$ cat config.mk
export PLATFORM = sky130hd
export DESIGN_NAME = lcie_regs
export DESIGN_NICKNAME = d
export VERILOG_FILES = /design/src/hdl/lcie_pkg.sv /design/src/hdl/lcie_regs.sv
export SDC_FILE = /design/constraint.sdc
export NUM_CORES = 1
export LEC_CHECK = 0
export ABC_CLOCK_PERIOD_IN_PS = 1270
export BUFFER_PORTS_ARGS = -buffer_cell sky130_fd_sc_hd__buf_4
export CORE_ASPECT_RATIO = 0.9
export CORE_UTILIZATION = 35
export CTS_CLUSTER_SIZE = 25
export DETAILED_ROUTE_END_ITERATION = 7
export SLEW_MARGIN = 20
export SYNTH_ARGS = -nofsm -noshare
export SYNTH_HDL_FRONTEND = slang
export SYNTH_SLANG_ARGS = --single-unit
$ cat constraint.sdc
create_clock -name clk_i -period 1.27 [get_ports clk_i]
set_input_delay 0.127 -clock clk_i [delete_from_list [all_inputs] [get_ports clk_i]]
set_output_delay 0.127 -clock clk_i [all_outputs]
set_load 0.005 [all_outputs]
$ cat src/hdl/lcie_pkg.sv
// Package: register map, field positions, reset values and carriers
//
// Contract
// - Control bit 1 drives transfer start output
// - Control bit 0 drives program request output
// - Control bits 31:2 read zero, ignore writes
// - Uncorrectable bit 11 on receive buffer overflow
// - Bits 9,8,3 on internal bus parity errors
// - Bit 7 on outgoing packet parity, drop packet
// - Bit 6 on application uncorrectable error report
// - Bit 5 on load error rise in mode
// - Bit 4 link layer parity, bit 2 buffer
// - Bit 1 on retry buffer uncorrectable ECC
// - Bit 0 receive ECC; sticky write-one-clear
// - Forward uncorrectable error only when unmasked
// - Uncorrectable mask sticky, documented reset values
// - Correctable bit 5 on load error in mode
// - Correctable bits 1,0 on ECC errors
// - Correctable status reset zero, write-one-clear
// - Correctable mask bit 6 gates application errors
// - Correctable mask sticky; unmasked errors forwarded
// - Link load mode routes packets to config space
// - Load error input reflects control block signal
package lcie_pkg;

  // Register indexes within the bank (local choice)
  localparam logic [2:0] ADDR_PROG_CTRL = 3'h0;
  localparam logic [2:0] ADDR_UNC_STAT  = 3'h1;
  localparam logic [2:0] ADDR_UNC_MASK  = 3'h2;
  localparam logic [2:0] ADDR_COR_STAT  = 3'h3;
  localparam logic [2:0] ADDR_COR_MASK  = 3'h4;

  // Programming control field positions
  localparam int PC_REQ_BIT   = 0;
  localparam int PC_START_BIT = 1;
  localparam logic [31:0] PC_WMASK = 32'h0000_0003;

  // Uncorrectable status field positions
  localparam int UNC_RXECC  = 0;
  localparam int UNC_RTECC  = 1;
  localparam int UNC_RXBPAR = 2;
  localparam int UNC_RXCPAR = 3;
  localparam int UNC_DLPAR  = 4;
  localparam int UNC_LOAD   = 5;
  localparam int UNC_APP    = 6;
  localparam int UNC_TLPPAR = 7;
  localparam int UNC_TXCPAR = 8;
  localparam int UNC_CTXPAR = 9;
  localparam int UNC_OVFL   = 11;

  // Correctable status and mask field positions
  localparam int COR_RXECC = 0;
  localparam int COR_RTECC = 1;
  localparam int COR_LOAD  = 5;
  localparam int COR_APP   = 6;

  // Implemented bits and reset values
  localparam logic [31:0] UNC_STAT_WMASK = 32'h0000_0BFF;
  localparam logic [31:0] UNC_MASK_WMASK = 32'h0000_0BBF;
  localparam logic [31:0] UNC_MASK_RST   = 32'h0000_0B9F;
  localparam logic [31:0] COR_STAT_WMASK = 32'h0000_0023;
  localparam logic [31:0] COR_MASK_WMASK = 32'h0000_0063;
  localparam logic [31:0] COR_MASK_RST   = 32'h0000_0043;
  localparam logic [31:0] ZERO_WORD      = 32'h0000_0000;

  // Internal error event strobes from the link core
  typedef struct packed {
    logic rx_overflow;      // Receive buffer overflow
    logic cfg_tx_parity;    // Config to transmit bus parity
    logic tx_cfg_parity;    // Transmit to config bus parity
    logic tlp_parity;       // Outgoing packet parity
    logic app_uncorr;       // Application uncorrectable report
    logic dll_parity;       // Transmit data link parity
    logic rx_cfg_parity;    // Receive to config bus parity
    logic rxbuf_parity;     // Receive buffer input parity
    logic retry_ecc_unc;    // Retry buffer uncorrectable ECC
    logic rxbuf_ecc_unc;    // Receive buffer uncorrectable ECC
    logic retry_ecc_cor;    // Retry buffer correctable ECC
    logic rxbuf_ecc_cor;    // Receive buffer correctable ECC
    logic app_corr;         // Application corrected error report
  } lcie_err_t;

  // Configuration register access request
  typedef struct packed {
    logic        wr;        // Write strobe
    logic        rd;        // Read strobe
    logic [2:0]  addr;      // Register index
    logic [31:0] wdata;     // Write data
  } lcie_cfg_req_t;

endpackage

$ cat src/hdl/lcie_regs.sv
// Module: programming control and internal error register bank
`timescale 1ns/10ps
`default_nettype none

module lcie_regs
(
  input  wire logic                    clk_i,
  input  wire logic                    rst_i,
  input  wire lcie_pkg::lcie_cfg_req_t cfg_req_i,
  input  wire lcie_pkg::lcie_err_t     err_i,
  input  wire logic                    link_load_mode_i,
  input  wire logic                    load_error_input_i,
  input  wire logic                    tlp_valid_i,
  output logic [31:0]                  rdata_o,
  output logic                         rvalid_o,
  output logic                         program_request_o,
  output logic                         transfer_start_flag_o,
  output logic                         tlp_send_o,
  output logic                         tlp_to_config_o,
  output logic                         tlp_to_app_o,
  output logic                         unc_internal_o,
  output logic                         cor_internal_o
);

  logic [31:0] pc_reg;          // Programming control
  logic [31:0] us_reg;          // Uncorrectable status
  logic [31:0] um_reg;          // Uncorrectable mask
  logic [31:0] cs_reg;          // Correctable status
  logic [31:0] cm_reg;          // Correctable mask
  logic        lerr_reg;        // Previous load error level
  logic [31:0] us_next;         // Uncorrectable status next
  logic [31:0] cs_next;         // Correctable status next
  logic [31:0] us_set;          // Uncorrectable events this cycle
  logic [31:0] cs_set;          // Correctable events this cycle
  logic        load_rise;       // Load error rising in mode
  logic        load_lvl;        // Load error level in mode

  // Write strobe to one register index
  function automatic logic wr_hit(input lcie_pkg::lcie_cfg_req_t r,
                                  input logic [2:0] a);
    wr_hit = r.wr && (r.addr == a);
  endfunction

  // Masked write keeping only implemented bits
  function automatic logic [31:0] wfield(input logic [31:0] d,
                                         input logic [31:0] m);
    wfield = d & m;
  endfunction

  // Load error qualification by mode
  assign load_rise = link_load_mode_i && load_error_input_i
                     && !lerr_reg;
  assign load_lvl  = link_load_mode_i && load_error_input_i;

  // Uncorrectable event vector
  always_comb
  begin
    us_set = lcie_pkg::ZERO_WORD;
    us_set[lcie_pkg::UNC_OVFL]   = err_i.rx_overflow;
    us_set[lcie_pkg::UNC_CTXPAR] = err_i.cfg_tx_parity;
    us_set[lcie_pkg::UNC_TXCPAR] = err_i.tx_cfg_parity;
    us_set[lcie_pkg::UNC_RXCPAR] = err_i.rx_cfg_parity;
    us_set[lcie_pkg::UNC_TLPPAR] = err_i.tlp_parity;
    us_set[lcie_pkg::UNC_APP]    = err_i.app_uncorr;
    us_set[lcie_pkg::UNC_LOAD]   = load_rise;
    us_set[lcie_pkg::UNC_DLPAR]  = err_i.dll_parity;
    us_set[lcie_pkg::UNC_RXBPAR] = err_i.rxbuf_parity;
    us_set[lcie_pkg::UNC_RTECC]  = err_i.retry_ecc_unc;
    us_set[lcie_pkg::UNC_RXECC]  = err_i.rxbuf_ecc_unc;
  end

  // Correctable event vector
  always_comb
  begin
    cs_set = lcie_pkg::ZERO_WORD;
    cs_set[lcie_pkg::COR_LOAD]  = load_lvl;
    cs_set[lcie_pkg::COR_RTECC] = err_i.retry_ecc_cor;
    cs_set[lcie_pkg::COR_RXECC] = err_i.rxbuf_ecc_cor;
  end

  // Sticky status: new events win over a write-one clear
  always_comb
  begin
    us_next = us_reg;
    cs_next = cs_reg;
    if (wr_hit(cfg_req_i, lcie_pkg::ADDR_UNC_STAT))
    begin
      us_next = us_reg & ~cfg_req_i.wdata;
    end
    if (wr_hit(cfg_req_i, lcie_pkg::ADDR_COR_STAT))
    begin
      cs_next = cs_reg & ~cfg_req_i.wdata;
    end
    // Events record independent of mask bits
    us_next = (us_next | us_set) & lcie_pkg::UNC_STAT_WMASK;
    cs_next = (cs_next | cs_set) & lcie_pkg::COR_STAT_WMASK;
  end

  // Programming control register
  always_ff @(posedge clk_i)
  begin
    if (rst_i)
    begin
      pc_reg <= lcie_pkg::ZERO_WORD;
    end
    else if (wr_hit(cfg_req_i, lcie_pkg::ADDR_PROG_CTRL))
    begin
      pc_reg <= wfield(cfg_req_i.wdata, lcie_pkg::PC_WMASK);
    end
  end

  // Status registers
  always_ff @(posedge clk_i)
  begin
    if (rst_i)
    begin
      us_reg <= lcie_pkg::ZERO_WORD;
      cs_reg <= lcie_pkg::ZERO_WORD;
    end
    else
    begin
      us_reg <= us_next;
      cs_reg <= cs_next;
    end
  end

  // Mask registers
  always_ff @(posedge clk_i)
  begin
    if (rst_i)
    begin
      um_reg <= lcie_pkg::UNC_MASK_RST;
      cm_reg <= lcie_pkg::COR_MASK_RST;
    end
    else
    begin
      if (wr_hit(cfg_req_i, lcie_pkg::ADDR_UNC_MASK))
      begin
        um_reg <= wfield(cfg_req_i.wdata,
                         lcie_pkg::UNC_MASK_WMASK);
      end
      if (wr_hit(cfg_req_i, lcie_pkg::ADDR_COR_MASK))
      begin
        cm_reg <= wfield(cfg_req_i.wdata,
                         lcie_pkg::COR_MASK_WMASK);
      end
    end
  end

  // Load error edge tracking
  always_ff @(posedge clk_i)
  begin
    if (rst_i)
    begin
      lerr_reg <= 1'b0;
    end
    else
    begin
      lerr_reg <= load_error_input_i;
    end
  end

  // Read data, one cycle after the strobe
  always_ff @(posedge clk_i)
  begin
    if (rst_i)
    begin
      rdata_o  <= lcie_pkg::ZERO_WORD;
      rvalid_o <= 1'b0;
    end
    else
    begin
      rvalid_o <= cfg_req_i.rd;
      if (cfg_req_i.rd)
      begin
        unique case (cfg_req_i.addr)
          lcie_pkg::ADDR_PROG_CTRL: rdata_o <= pc_reg;
          lcie_pkg::ADDR_UNC_STAT:  rdata_o <= us_reg;
          lcie_pkg::ADDR_UNC_MASK:  rdata_o <= um_reg;
          lcie_pkg::ADDR_COR_STAT:  rdata_o <= cs_reg;
          lcie_pkg::ADDR_COR_MASK:  rdata_o <= cm_reg;
          default:                  rdata_o <= lcie_pkg::ZERO_WORD;
        endcase
      end
    end
  end

  // Control outputs follow the programming control register
  always_ff @(posedge clk_i)
  begin
    if (rst_i)
    begin
      program_request_o     <= 1'b0;
      transfer_start_flag_o <= 1'b0;
    end
    else
    begin
      program_request_o     <= pc_next_bit(lcie_pkg::PC_REQ_BIT);
      transfer_start_flag_o <= pc_next_bit(lcie_pkg::PC_START_BIT);
    end
  end

  // Next value of one control bit
  function automatic logic pc_next_bit(input int b);
    if (wr_hit(cfg_req_i, lcie_pkg::ADDR_PROG_CTRL))
      pc_next_bit = cfg_req_i.wdata[b];
    else
      pc_next_bit = pc_reg[b];
  endfunction

  // Packet routing and outgoing parity drop
  always_ff @(posedge clk_i)
  begin
    if (rst_i)
    begin
      tlp_send_o      <= 1'b0;
      tlp_to_config_o <= 1'b0;
      tlp_to_app_o    <= 1'b0;
    end
    else
    begin
      tlp_send_o      <= tlp_valid_i && !err_i.tlp_parity;
      tlp_to_config_o <= tlp_valid_i && link_load_mode_i;
      tlp_to_app_o    <= tlp_valid_i && !link_load_mode_i;
    end
  end

  // Forward unmasked events as internal errors
  always_ff @(posedge clk_i)
  begin
    if (rst_i)
    begin
      unc_internal_o <= 1'b0;
      cor_internal_o <= 1'b0;
    end
    else
    begin
      unc_internal_o <= |(us_set & ~um_reg);
      cor_internal_o <= |(cs_set & ~cm_reg) ||
                        (err_i.app_corr &&
                         !cm_reg[lcie_pkg::COR_APP]);
    end
  end

  // Checks: control register and the outputs it drives
  a_start_follows: assert property (@(posedge clk_i)
    disable iff (rst_i)
    wr_hit(cfg_req_i, lcie_pkg::ADDR_PROG_CTRL) |=>
    transfer_start_flag_o == $past(cfg_req_i.wdata[lcie_pkg::PC_START_BIT]))
    else $error("transfer start not following write");
  a_req_follows: assert property (@(posedge clk_i)
    disable iff (rst_i)
    program_request_o == pc_reg[lcie_pkg::PC_REQ_BIT])
    else $error("program request differs from register");
  a_req_write: assert property (@(posedge clk_i)
    disable iff (rst_i)
    wr_hit(cfg_req_i, lcie_pkg::ADDR_PROG_CTRL) |=>
    program_request_o == $past(cfg_req_i.wdata[lcie_pkg::PC_REQ_BIT]))
    else $error("program request not following write");
  a_ctrl_reserved: assert property (@(posedge clk_i)
    disable iff (rst_i)
    pc_reg[31:2] == 30'h0)
    else $error("control reserved bits set");

  // Checks: uncorrectable status, masks and forwarding
  a_overflow_sets: assert property (@(posedge clk_i)
    disable iff (rst_i)
    err_i.rx_overflow |=> us_reg[lcie_pkg::UNC_OVFL])
    else $error("overflow not recorded");
  a_parity_sets: assert property (@(posedge clk_i)
    disable iff (rst_i)
    err_i.cfg_tx_parity |=> us_reg[lcie_pkg::UNC_CTXPAR])
    else $error("bus parity error not recorded");
  a_tlp_dropped: assert property (@(posedge clk_i)
    disable iff (rst_i)
    err_i.tlp_parity |=> !tlp_send_o && us_reg[lcie_pkg::UNC_TLPPAR])
    else $error("bad packet sent or unrecorded");
  a_app_unc_sets: assert property (@(posedge clk_i)
    disable iff (rst_i)
    err_i.app_uncorr |=> us_reg[lcie_pkg::UNC_APP])
    else $error("application error not recorded");
  a_load_rise: assert property (@(posedge clk_i)
    disable iff (rst_i)
    (link_load_mode_i && $rose(load_error_input_i)) |=>
    us_reg[lcie_pkg::UNC_LOAD])
    else $error("load error rise not recorded");
  a_unc_reserved: assert property (@(posedge clk_i)
    disable iff (rst_i)
    (us_reg & ~lcie_pkg::UNC_STAT_WMASK) == 32'h0)
    else $error("uncorrectable reserved bits set");
  a_unc_clear: assert property (@(posedge clk_i)
    disable iff (rst_i)
    (wr_hit(cfg_req_i, lcie_pkg::ADDR_UNC_STAT) &&
     us_set == lcie_pkg::ZERO_WORD) |=>
    (us_reg & $past(cfg_req_i.wdata)) == lcie_pkg::ZERO_WORD)
    else $error("write one did not clear status");
  a_unc_forward: assert property (@(posedge clk_i)
    disable iff (rst_i)
    (err_i.rxbuf_ecc_unc && !um_reg[lcie_pkg::UNC_RXECC]) |=>
    unc_internal_o)
    else $error("unmasked error not forwarded");
  a_masked_quiet: assert property (@(posedge clk_i)
    disable iff (rst_i)
    ((us_set & ~um_reg) == lcie_pkg::ZERO_WORD) |=> !unc_internal_o)
    else $error("masked error forwarded");
  a_mask_reserved: assert property (@(posedge clk_i)
    disable iff (rst_i)
    (um_reg & ~lcie_pkg::UNC_MASK_WMASK) == lcie_pkg::ZERO_WORD)
    else $error("uncorrectable mask reserved bits set");

  // Checks: correctable status, forwarding and packet routing
  a_cor_load: assert property (@(posedge clk_i)
    disable iff (rst_i)
    (link_load_mode_i && load_error_input_i) |=>
    cs_reg[lcie_pkg::COR_LOAD])
    else $error("load error level not recorded");
  a_cor_ecc: assert property (@(posedge clk_i)
    disable iff (rst_i)
    err_i.rxbuf_ecc_cor |=> cs_reg[lcie_pkg::COR_RXECC])
    else $error("correctable ECC error not recorded");
  a_cor_reserved: assert property (@(posedge clk_i)
    disable iff (rst_i)
    (cs_reg & ~lcie_pkg::COR_STAT_WMASK) == lcie_pkg::ZERO_WORD)
    else $error("correctable reserved bits set");
  a_cor_app_fwd: assert property (@(posedge clk_i)
    disable iff (rst_i)
    (err_i.app_corr && !cm_reg[lcie_pkg::COR_APP]) |=>
    cor_internal_o)
    else $error("corrected application error not forwarded");
  a_masked_records: assert property (@(posedge clk_i)
    disable iff (rst_i)
    (err_i.retry_ecc_cor && cm_reg[lcie_pkg::COR_RTECC]) |=>
    cs_reg[lcie_pkg::COR_RTECC])
    else $error("masked event not recorded");
  a_route_config: assert property (@(posedge clk_i)
    disable iff (rst_i)
    (tlp_valid_i && link_load_mode_i) |=> tlp_to_config_o && !tlp_to_app_o)
    else $error("packet not routed to config");
  a_route_app: assert property (@(posedge clk_i)
    disable iff (rst_i)
    (tlp_valid_i && !link_load_mode_i) |=> tlp_to_app_o && !tlp_to_config_o)
    else $error("packet not routed to application");

  // Main scenarios
  c_clear_write: cover property (@(posedge clk_i)
    us_reg != 32'h0 ##1 wr_hit(cfg_req_i, lcie_pkg::ADDR_UNC_STAT));
  c_load_error: cover property (@(posedge clk_i)
    link_load_mode_i && $rose(load_error_input_i));
  c_forward_cor: cover property (@(posedge clk_i) cor_internal_o);
  c_tlp_drop: cover property (@(posedge clk_i)
    tlp_valid_i && err_i.tlp_parity);
  c_masked_event: cover property (@(posedge clk_i)
    err_i.rx_overflow && um_reg[lcie_pkg::UNC_OVFL]);

endmodule

`default_nettype wire

==> flow_summary.ini <==
[clock_network]
post_cts_buffers = 0
numCtsBuffers = 5
htreeDepth = 2
tritoncts = done
clk_path_buf_depth = 2
cts.root.buffer_cell = clkbuf_8
clkTransAtPathRegs_ns = 0.09
clk_latency_ns = 0.30
clock-sinks = 50

[pwr]
power_density_mw_per_mm2 = 1140
ir_drop_mv = 0.467
power.leakage_nw = 1.31
finalPower_mw = 3.19

[cells_and_area]
diodes = 0
fillCellCount = 632
seq_area_sq_mm = 0.00100
final_area_sq_mm = 0.00281
fin_nets = 382
synthToLayoutAreaGrowth_pct = 25.9
drive_gt1_share_pct = 23.5
multi_input_area_sq_mm = 0.00102

[sta]
clock_skew_ns = 0.00408
hold_viol_final = 0
setup_viol = 0
slew_viol_final = 0
fin_crit_ns = 1.21
finalCritPeriodShare_pct = 95.6
fmax_mhz = 823

[floorplan]
fp.dieArea_sq_mm = 0.00669
rows = 27
die_h_um = 77.7
ioPinCount = 95
core-area_sq_mm = 0.00615
die_w_um = 86.1
start_util_pct = 36.2

[global_routing]
grt_overflow = 0
grt_pass1_vias = 1689
track_usage_pct = 16.1
grt_pass1_wl_mm = 8.26
grt_start_max_net_pins = 45
antenna_found_initial = 0

[synth]
synthDistinctLibCells = 29
synthTopCellsByArea = dfxtp_1 45%, buf_4 7.7%, nand2_1 6.7%
synthesis.area_sq_mm = 0.00223
yosys_warnings = 0
yosysTopAreaCellShare_pct = 44.9
synth.yosys.seq_area_share_pct = 44.9
syn_area_per_cell_sq_um = 8.28
synth_seq_cells = 50
postSynthCellCount = 269
yosysTopAreaCell = dfxtp_1

[place]
dp_hpwl_mm = 3.76
place.gp.congestion = 0.798
place_area_sq_mm = 0.00267
io_buffers = 52

[detailed_routing]
routed_wl_mm = 5.17
via_count = 1927
drt-pass1-iter-count = 4
drc_errors = 0
avgRoutedWirePerCell_um = 12.5
vias_per_cell = 4.64
drtIter0Drc = 151
ant_nets = 0

[worst_setup_path]
startpoint_type = flip-flop
cp.required_ns = 1.45
cp_max_fo = 2
worstSetupPathType = reg -> reg
critPathArrivalTime_ns = 1.40
end_kind = flip-flop

[job]
cap_violations = 0

[outcome]
status = complete, no violations

[min_path]
hold_path_class = in -> reg
## per-stage QoR
| step | TNS, ns | hold WS (ns) | std cells | util [%] | worst slack [ns] |
|---|---|---|---|---|---|
| 5_1_grt | -0.00173 | 0.0317 | 415 | 45.6 | -0.00173 |
| 2_1_floorplan | 0 | 0.199 | 289 | - | 0.200 |
| 4_1_cts | 0 | 0.0240 | 415 | 45.6 | 0.0658 |
| 3_5_place_dp | 0 | 0.311 | 405 | 43.5 | 0.0735 |
| 6_report | 0 | 0.0324 | 415 | 45.6 | 0.0555 |
| 3_3_place_gp | 0 | 0.308 | 405 | 43.5 | 0.0782 |
## cells in the mapped netlist
cell type and count:
a2111oi_0 1, a211o_1 1, a211oi_1 3, a21oi_1 26, a222oi_1 1, a22o_1 7, and3b_1 1, and4b_1 1
and4bb_2 1, buf_2 5, buf_4 23, clkbuf_1 8, conb_1 1, dfxtp_1 50, inv_1 14, mux2i_1 9
nand2_1 40, nand2b_1 1, nand3_1 1, nand3b_1 13, nor2_1 31, nor2b_1 14, nor3_1 2, nor3_2 1
nor4b_2 1, o211ai_1 2, o21ai_0 3, o22ai_1 6, o31ai_1 2
## logic make-up after synthesis
| kind of cell | count (synthesis) | synth area share, % |
|---|---|---|
| other cells | 1 | 0.168 |
| compound gates | 52 | 14.5 |
| buf+inv | 50 | 12.6 |
| simple gates | 107 | 23.7 |
| mux | 9 | 4.04 |
| flops | 50 | 44.9 |
## layer usage
layer | share of wire, % | wire length, um | GRT usage (%)
met5 | 0 | 0 | 0
met4 | 1.1 | 56 | 6.00
met3 | 7.6 | 395 | 3.62
met2 | 40 | 2090 | 22.2
met1 | 51 | 2630 | 24.1
## layout make-up
type	count	area share, %
flip-flops and latches	50	35.7
repair buffers	67	18.1
inverters	14	1.87
well taps	87	3.88
multi-input cells	189	36.5
clock buffers	8	3.93
## power by group
part           internal (mW)  switching (mW)
sequential              1.64          0.0414
clock                  0.551           0.521
combinational          0.222           0.212
## repair_timing
item | CTS | global route
hold buffers | 2 | 0
endpoints found under the setup margin | 0 | 2
hold endpoints to repair | 2 | 0
resized for setup | 0 | 3
## cell usage in the layout, fill, tap and decap left out, types with 8 or more instances in the layout
cell type,synthesis,routed
a21oi_1,26,26
clkbuf_8,0,8
buf_4,23,65
conb_1,1,21
inv_1,14,14
nand2_1,40,40
nand3b_1,13,13
mux2i_1,9,9
nor2_1,31,31
dfxtp_1,50,49
nor2b_1,14,14
## path summary, 6_finish.rpt
path | start | end | slack (ns) | cells after the start
worst max-delay path | cm_reg[1] | cor_internal_o | 0.06 | 4
worst min register to register | cs_reg[5] | cs_reg[5] | 0.46 | 2
worst min-delay path | err_i[4] | us_reg[1] | 0.03 | 3
worst max register to register | cm_reg[1] | cor_internal_o | 0.06 | 4
## worst max-delay path: stages, from the launching register on
cell and delay (ns):
dfxtp_2 0.33, inv_1 0.05, a222oi_1 0.45, o21ai_1 0.11, nor2b_1 0.14
Power figures use the tool's default switching activity.
